--- config.mk ---
export PLATFORM = sky130hd
export DESIGN_NAME = wake_rx_core
export DESIGN_NICKNAME = d
export VERILOG_FILES = /design/src/core/wake_rx_pkg.sv /design/src/core/carrier_smoother.sv /design/src/core/wake_rx_core.sv
export SDC_FILE = /design/constraint.sdc
export NUM_CORES = 1
export LEC_CHECK = 0
export BUFFER_PORTS_ARGS = -buffer_cell sky130_fd_sc_hd__buf_4
export CAP_MARGIN = 20
export CORE_UTILIZATION = 45
export DETAILED_ROUTE_END_ITERATION = 12
export GPL_ROUTABILITY_DRIVEN = 0
export PLACE_DENSITY = 0.69
export REMOVE_ABC_BUFFERS = 1
export SKIP_CTS_REPAIR_TIMING = 1
export SLEW_MARGIN = 0
export SYNTH_ARGS = -nofsm -noshare
export SYNTH_HDL_FRONTEND = slang
export SYNTH_SLANG_ARGS = --single-unit
--- constraint.sdc ---
create_clock -name sys_clk -period 2.79 [get_ports sys_clk]
set_clock_uncertainty 0.2 [all_clocks]
set_input_delay 0.1395 -clock sys_clk [delete_from_list [all_inputs] [get_ports sys_clk]]
set_output_delay 0.1395 -clock sys_clk [all_outputs]
set_load 0.05 [all_outputs]
--- src/core/wake_rx_pkg.sv ---
// constants and types shared by the carrier wake-up receiver core
package wake_rx_pkg;
   localparam int unsigned QUAL_PERIODS = 192;
   localparam int unsigned SETTLE_PERIODS = 512;
   localparam int unsigned MIN_PREAMBLE_PERIODS = 704;
   localparam int unsigned GAIN_DOWN_PERIODS = 2;
   localparam int unsigned GAIN_UP_PERIODS = 8;
   localparam int unsigned FILTER_TAPS = 4;
   localparam int unsigned FILTER_MIN_DELAY = 3;
   localparam int unsigned FILTER_MAX_DELAY = 6;
   localparam int unsigned GAIN_STEPS = 16;
   localparam logic [3:0] GAIN_MAX = 4'hF;
   typedef enum logic [1:0] {ST_LISTEN, ST_SETTLE, ST_ARMED, ST_AWAKE} mode_t;
endpackage

--- src/core/carrier_smoother.sv ---
// full-window hysteresis smoothing filter on the demodulated per-period carrier flag
`timescale 1ns/10ps
module carrier_smoother #(
   parameter int unsigned TAPS = 4
)(
   input wire logic sys_clk,
   input wire logic rst_n,
   input wire logic clear,
   input wire logic period_tick,
   input wire logic raw_carrier,
   output logic carrier_f
);
   typedef struct packed
   {
      logic [TAPS-1:0] hist;
      logic carrier;
   } sm_state_t;
   sm_state_t s_q, s_d;
   initial
   begin
      if (TAPS < 2 || TAPS > 5)
      begin
         $error("carrier_smoother: TAPS out of range");
      end
   end
   // hysteresis: full window flips the output, so single dropouts and glitches vanish
   always_comb
   begin
      s_d = s_q;
      // the reset pin empties the window too, so no old carrier survives standby
      if (clear)
      begin
         s_d = '0;
      end
      else if (period_tick)
      begin
         s_d.hist = {s_q.hist[TAPS-2:0], raw_carrier};
         if (&s_d.hist)
         begin
            s_d.carrier = 1'b1;
         end
         else if (~|s_d.hist)
         begin
            s_d.carrier = 1'b0;
         end
      end
   end
   always_ff @(posedge sys_clk or negedge rst_n)
   begin
      if (!rst_n)
      begin
         s_q <= '0;
      end
      else
      begin
         s_q <= s_d;
      end
   end
   assign carrier_f = s_q.carrier;
endmodule

--- src/core/wake_rx_core.sv ---
// digital core of the carrier wake-up receiver: qualify, gain loop, wake and data
`timescale 1ns/10ps
module wake_rx_core #(
   parameter int unsigned QUAL = wake_rx_pkg::QUAL_PERIODS,
   parameter int unsigned SETTLE = wake_rx_pkg::SETTLE_PERIODS
)(
   input wire logic sys_clk,
   input wire logic rst_n,
   input wire logic reset_in,
   input wire logic carrier_clk,
   input wire logic env_above_half,
   input wire logic amp_above_target,
   input wire logic factory_pin_a,
   input wire logic factory_pin_b,
   output logic wake_out_n,
   output logic data_out,
   output logic [3:0] gain_step,
   output logic gain_loop_on
);
   initial
   begin
      if (QUAL < 2 || QUAL > 1023 || SETTLE < 1 || SETTLE > 1023)
      begin
         $error("wake_rx_core: count parameters out of range");
      end
   end

   // ==========================================================
   // state
   typedef struct packed
   {
      logic [1:0] rst_s;
      logic [1:0] clk_s;
      logic [1:0] half_s;
      logic [1:0] tgt_s;
      logic clk_prev;
      logic tick;
      logic raw;
      logic tgt;
      wake_rx_pkg::mode_t mode;
      logic [9:0] qual_cnt;
      logic [9:0] settle_cnt;
      logic [3:0] gain;
      logic [1:0] hi_cnt;
      logic [3:0] lo_cnt;
      logic loop_on;
      logic wake_n;
      logic data;
   } core_state_t;
   core_state_t s_q, s_d;
   logic carrier_f;

   // ==========================================================
   // smoothing filter
   carrier_smoother #(
      .TAPS(wake_rx_pkg::FILTER_TAPS)
   ) u_smooth (
      .sys_clk(sys_clk),
      .rst_n(rst_n),
      .clear(s_q.rst_s[1]),
      .period_tick(s_q.tick),
      .raw_carrier(s_q.raw),
      .carrier_f(carrier_f)
   );

   // ==========================================================
   // next state
   always_comb
   begin
      s_d = s_q;
      // pins from outside the clock domain pass two flops first
      s_d.rst_s = {s_q.rst_s[0], reset_in};
      s_d.clk_s = {s_q.clk_s[0], carrier_clk};
      s_d.half_s = {s_q.half_s[0], env_above_half};
      s_d.tgt_s = {s_q.tgt_s[0], amp_above_target};
      s_d.clk_prev = s_q.clk_s[1];
      s_d.tick = s_q.clk_s[1] & ~s_q.clk_prev;
      // comparator polarity: above half level is logic 1, carrier; below is a gap
      s_d.raw = s_q.half_s[1];
      s_d.tgt = s_q.tgt_s[1];
      if (s_q.rst_s[1])
      begin
         // held reset pin keeps the whole core in power-down / listen
         s_d.mode = wake_rx_pkg::ST_LISTEN;
         s_d.qual_cnt = '0;
         s_d.settle_cnt = '0;
         s_d.gain = wake_rx_pkg::GAIN_MAX;
         s_d.hi_cnt = '0;
         s_d.lo_cnt = '0;
         s_d.loop_on = 1'b0;
         s_d.wake_n = 1'b1;
         s_d.data = 1'b1;
      end
      else if (s_q.tick)
      begin
         case (s_q.mode)
            wake_rx_pkg::ST_LISTEN:
            begin
               s_d.gain = wake_rx_pkg::GAIN_MAX;
               s_d.loop_on = 1'b0;
               // only filtered gaps restart the count; raw dropouts are invisible
               if (!carrier_f)
               begin
                  s_d.qual_cnt = '0;
               end
               else if (s_q.qual_cnt == 10'(QUAL - 1))
               begin
                  s_d.mode = wake_rx_pkg::ST_SETTLE;
                  s_d.loop_on = 1'b1;
                  s_d.qual_cnt = '0;
               end
               else
               begin
                  s_d.qual_cnt = s_q.qual_cnt + 10'h001;
               end
            end
            wake_rx_pkg::ST_SETTLE:
            begin
               // gap before settle window ends still counts as the start gap
               if (!carrier_f)
               begin
                  s_d.mode = wake_rx_pkg::ST_AWAKE;
                  s_d.wake_n = 1'b0;
               end
               else if (s_q.settle_cnt == 10'(SETTLE - 1))
               begin
                  s_d.mode = wake_rx_pkg::ST_ARMED;
               end
               else
               begin
                  s_d.settle_cnt = s_q.settle_cnt + 10'h001;
               end
            end
            wake_rx_pkg::ST_ARMED:
            begin
               if (!carrier_f)
               begin
                  s_d.mode = wake_rx_pkg::ST_AWAKE;
                  s_d.wake_n = 1'b0;
               end
            end
            wake_rx_pkg::ST_AWAKE:
            begin
               // no exit: only the reset pin leaves this state
               s_d.wake_n = 1'b0;
            end
            default:
            begin
               s_d.mode = wake_rx_pkg::ST_LISTEN;
            end
         endcase
         // stepwise gain loop, active outside listen
         if (s_q.loop_on)
         begin
            if (s_q.tgt)
            begin
               s_d.lo_cnt = '0;
               if (s_q.hi_cnt == 2'(wake_rx_pkg::GAIN_DOWN_PERIODS - 1))
               begin
                  s_d.hi_cnt = '0;
                  if (s_q.gain != 4'h0)
                  begin
                     s_d.gain = s_q.gain - 4'h1;
                  end
               end
               else
               begin
                  s_d.hi_cnt = s_q.hi_cnt + 2'h1;
               end
            end
            else
            begin
               s_d.hi_cnt = '0;
               if (s_q.lo_cnt == 4'(wake_rx_pkg::GAIN_UP_PERIODS - 1))
               begin
                  s_d.lo_cnt = '0;
                  if (s_q.gain != wake_rx_pkg::GAIN_MAX)
                  begin
                     s_d.gain = s_q.gain + 4'h1;
                  end
               end
               else
               begin
                  s_d.lo_cnt = s_q.lo_cnt + 4'h1;
               end
            end
         end
      end
      // data output: high in standby, follows filtered carrier once awake
      if (s_d.mode == wake_rx_pkg::ST_AWAKE)
      begin
         s_d.data = carrier_f;
      end
      else
      begin
         s_d.data = 1'b1;
      end
   end

   // ==========================================================
   // registers
   always_ff @(posedge sys_clk or negedge rst_n)
   begin
      if (!rst_n)
      begin
         s_q.rst_s <= '0;
         s_q.clk_s <= '0;
         s_q.half_s <= '0;
         s_q.tgt_s <= '0;
         s_q.clk_prev <= 1'b0;
         s_q.tick <= 1'b0;
         s_q.raw <= 1'b0;
         s_q.tgt <= 1'b0;
         s_q.mode <= wake_rx_pkg::ST_LISTEN;
         s_q.qual_cnt <= '0;
         s_q.settle_cnt <= '0;
         s_q.gain <= wake_rx_pkg::GAIN_MAX;
         s_q.hi_cnt <= '0;
         s_q.lo_cnt <= '0;
         s_q.loop_on <= 1'b0;
         s_q.wake_n <= 1'b1;
         s_q.data <= 1'b1;
      end
      else
      begin
         s_q <= s_d;
      end
   end

   // outputs straight from flops
   assign wake_out_n = s_q.wake_n;
   assign data_out = s_q.data;
   assign gain_step = s_q.gain;
   assign gain_loop_on = s_q.loop_on;
endmodule

# Word-level counts from Yosys, hierarchy flattened
# Cells that the tools add are included.
[word_totals] word_cells=88 register_bits=51
[op_classes] n_reduce_logical=16 bitwise_logic=2 n_eq_ne=12 n_mux=33 add_sub_neg=6
[op_table] op="two-way mux 10 bit" n=8
[op_table] op="two-way mux 34 bit" n=2
[op_table] op="two-way mux 4 bit" n=8
[op_table] op="adder 10 x 1 -> 10 bit, second input constant" n=2
[op_table] op="two-way mux 2 bit" n=6
[op_table] op="== test 10 x 8 -> 1 bit, second input constant" n=1
[op_table] op="== test 10 x 9 -> 1 bit, second input constant" n=1
[op_table] op="nonzero test 2 bit" n=5
[op_table] op="adder 4 x 1 -> 4 bit, second input constant" n=2
[op_table] op="AND reduction 4 bit" n=2
[op_table] op="two-way mux 1 bit" n=7
[op_table] op="== test 2 bit, second input constant" n=3
[op_table] op="case mux 2 bit (3 select lines)" n=1
[op_table] op="AND reduction 2 bit" n=3
[op_table] op="== test 2 x 1 -> 1 bit, second input constant" n=2
[op_table] op="== test 4 x 3 -> 1 bit, second input constant" n=1
[op_table] op="inequality test 4 bit, second input constant" n=1
[op_table] op="nonzero test 4 bit" n=1
[op_table] op="OR reduction 4 bit" n=1
[op_table] op="subtractor 4 x 1 -> 4 bit, second input constant" n=1
[op_table] op="inequality test 3 x 2 -> 1 bit, second input constant" n=1
[op_table] op="inequality test 3 bit, second input constant" n=1
[op_table] op="AND reduction 3 bit" n=1
[op_table] op="nonzero test 3 bit" n=1
[op_table] op="7 further kinds" n=7

# Longest topological paths before layout
[depth] depth_word=10 ltp_mapped=6

# Cells and area by module
# From an unflattened synthesis, not the netlist that was laid out.
[unflattened] cells_unflattened=289 area_unflattened_um2=2795.2
[by_module_without_submodules] mod="wake_rx_core" cells_per_inst=273 n_inst=1 area_per_inst_um2=2618.8
[by_module_without_submodules] mod="carrier_smoother" cells_per_inst=16 n_inst=1 area_per_inst_um2=176.4

# Worst setup path after synthesis
# OpenSTA, ideal clock, no wires.
[synth_path] path_type="reg2reg" start="register s_q (netlist bit gain_loop_on)" end="register s_q[6] in the netlist's numbering" path_buffers=1 t_arrival_ps=1705 setup_ps=78 t_required_ps=2512 stages_incl_launch_ff=6 slack_ps=807 cell_sequence="dfrtp_1 > buf_2 > nand2_1 > or4_1 > a21o_1 > a21oi_1"
[synth_via] elab_chain_len=2
[synth_rtl] item="from (decl)" line_no="wake_rx_core.sv:50" text="core_state_t s_q, s_d;"
[synth_rtl] item="nonzero test 2 bit (no line)"
[synth_rtl] item="AND reduction 2 bit (no line)"
# No other way between the ends.
# A chain may end at the register's enable or synchronous reset.

# Worst setup path after layout
[layout_path] start="register s_q[33] in the netlist's numbering" end="register s_q[29] in the netlist's numbering"
[layout_via] elab_chain_len=3
[layout_rtl] item="zero test 2 bit" line_no="wake_rx_core.sv:96" text="case (s_q.mode)"
[layout_rtl] item="nonzero test 2 bit (no line)"
[layout_rtl] item="AND reduction 2 bit (no line)"
# No other way between the ends.

==> results_dict.tcl <==
set metrics [dict create \
    drv_slew 0 \
    tightest_slew_ps 1030 \
    cts.sinks 51 \
    grt_use_total_pct 18.4 \
    crit_arrival_ps 2480 \
    slew-limit-headroom_pct 31.1 \
    dr.pass1.iters 4 \
    rsz0062_at_grt "false" \
    floorplan.initialDensity_pct 46.5 \
    critical_path.cell_chain "inv_1 > ha_1 > a21oi_1 > o21ai_0 > o31ai_1" \
    hp-start "s_d[42]$_DFF_PN0_" \
    cpPeakStageDelay_ps 890 \
    crit_fanout 14 \
    finalHoldViolCount 0 \
    die_x_um 80.2 \
    fillCellCount 546 \
    design.core.area_mm2 0.00592 \
    drc 0 \
    hp-class "reg -> reg" \
    grt-ovfl-total 0 \
    die_h_um 80.2 \
    fin_crit_sh_pct 88.0 \
    num_rows 28 \
    drtIter0Drc 119 \
    worstPathRequired_ps 2810 \
    dieArea_mm2 0.00644 \
    drtAntennaViolNets 0 \
    finalSetupViolCount 0 \
    antennaDiodeCount 0 \
    grt_max_degree 52 \
    max-vdd-ir-drop_mv 0.321 \
    use_met1_pct 23.3 \
    vias_per_cell 5.83 \
    post_drt_wl_per_cell_um 14.1 \
    drive_above_1_share_pct 11.4 \
    clock_latency_ps 310 \
    ys_warn_count 0 \
    finalInstanceArea_mm2 0.00302 \
    fin_setup_tns_ps 0 \
    r2r-start "s_q[33]$_DFF_PN0_" \
    critPathLaunchType "flop" \
    cts_tree "yes" \
    dpl_cell_area_mm2 0.00288 \
    layout_common_cells "dfrtp_1, nand2_1, a21oi_1, nor2_1, buf_4" \
    port_buffers 12 \
    grt_pass1_wl_um 9230 \
    grt_pass1_vias 2038 \
    dr_total_vias 2174 \
    io_pins 15 \
    cts-root-buf "clkbuf_8" \
    use_met3_pct 3.98 \
    critical_path.slowest_cell "a21oi_1" \
    cts_made_buffers 5 \
    ys_ff_latch 51 \
    synth.avg_cell_area_um2 9.60 \
    crit_type "reg -> reg" \
    antenna_found_initial 0 \
    final_common_cell "dfrtp_1" \
    fmax_ghz 0.407 \
    worst_setup_path_end_kind "flop" \
    clockBufferDepth 2 \
    path_clk_slew_ps 100 \
    synth_ff_type "dfrtp_1" \
    ys_types 52 \
    area_growth_pct 9.54 \
    total_leakage_power_uw 0.00118 \
    met2_usage_pct 31.0 \
    syn_area_mm2 0.00276 \
    top_usage_layer "met2" \
    syn_inst 287 \
    htree_levels 2 \
    startpoint "s_q[33]$_DFF_PN0_" \
    power_density_mw_per_mm2 422 \
    synth.yosys.seq_area_share_pct 46.6 \
    drv_cap 0 \
    hpwlAfterDp_um 3520 \
    fin_nets 314 \
    status "completed" \
    async_flop_share_pct 100 \
    postRouteWirelength_um 5250 \
    synth-edff-count 0 \
    period_needed_ps 2460 \
]
==> state kept, by name, summed over array words and instances, names as in the netlist <==
name / flops
gain_loop_on: 1
wake_out_n: 1
u_smooth.s_q: 3
u_smooth.carrier_f: 1
gain_step: 4
data_out: 1
s_d: 7
s_q: 33
==> stage by stage <==
| stage | std cells | worst slack, ps | total power (µW) | utilization [%] | hold slack [ps] |
|---|---|---|---|---|---|
| 2_1_floorplan | 268 | 633 | 820 | - | -356 |
| 3_3_place_gp | 360 | 424 | 859 | 48.7 | 6.03 |
| 3_5_place_dp | 360 | 364 | 860 | 48.7 | 7.52 |
| 4_1_cts | 368 | 343 | 1280 | 50.1 | -330 |
| 5_1_grt | 373 | 96.1 | 1330 | 51.0 | 166 |
| 6_report | 373 | 334 | 1270 | 51.0 | 155 |
==> report_power, final <==
group | switching (µW) | total [µW] | internal, µW
registers | 15.9 | 768 | 752
logic | 50.6 | 81.4 | 30.8
clock network | 247 | 423 | 176
total | 314 | 1270 | 959
==> per-layer routing <==
| layer | up-vias | share of wire, % |
|---|---|---|
| met1 | 1043 | 46 |
| met3 | 5 | 3.6 |
| met4 | 0 | 0.70 |
| met5 | - | 0 |
| li1 | 1077 | - |
| met2 | 49 | 50 |
==> cells by family (layout without fill, tap and decap cells) <==
logic type	after synthesis	count (layout)	synth area share (%)
compound gates	70	70	16.7
fa+ha+maj	9	9	4.09
buf+inv	29	40	4.77
xor+xnor	6	6	1.91
simple gates	115	115	23.4
mux	7	7	2.54
flops	51	51	46.6
==> layout make-up <==
cell class / instances / area, µm² / share of cell area, %
well taps: 75 / 93.8 / 3.11
inverters: 10 / 37.5 / 1.24
clock buffers: 6 / 72.6 / 2.40
repair buffers: 22 / 178 / 5.89
flip-flops and latches: 51 / 1280 / 42.5
clock inverters: 2 / 12.5 / 0.415
multi-input cells: 207 / 1340 / 44.4
==> worst paths after layout <==
check | cells after the start | endpoint | slack (ps)
max reg2reg | 5 | s_q[29]$_DFFE_PN0P_ | 330
max in group asynchronous | 2 | s_q[14]$_DFFE_PN0P_ | 1780
max | 5 | s_q[29]$_DFFE_PN0P_ | 330
min reg2reg | 0 | s_d[36]$_DFF_PN0_ | 160
min in group asynchronous | 2 | s_q[30]$_DFFE_PN0P_ | 190
min | 0 | s_d[36]$_DFF_PN0_ | 160
==> worst max-delay path, delay by kind of cell (launching register included) <==
family	cells	cell delay (ps)
AOI/OAI and AO/OA	3	1230
adders and majority gates	1	390
buffers and inverters	1	90
DFF	1	460
==> synth_stat cells (4+ instances only) <==
cell type | number | share of area (%)
clkbuf_1 | 8 | 1.1
a31oi_1 | 7 | 1.6
nand2_1 | 25 | 3.4
nor3_1 | 7 | 1.3
buf_4 | 4 | 1.1
nand3_1 | 14 | 2.5
nor3b_1 | 4 | 1.1
o21ai_0 | 14 | 2.5
inv_1 | 10 | 1.4
nand4b_1 | 4 | 1.3
a21oi_1 | 20 | 3.6
o311ai_0 | 4 | 1.3
dfstp_2 | 6 | 5.7
nor4_1 | 4 | 0.91
or4_1 | 5 | 1.4
ha_1 | 9 | 4.1
buf_2 | 6 | 1.1
nand3b_1 | 6 | 1.6
nand4_1 | 6 | 1.4
mux2i_1 | 7 | 2.5
nor2_1 | 19 | 2.6
a21o_1 | 4 | 1.1
dfrtp_1 | 45 | 41
Note: power is estimated with default switching activity, not from simulation.
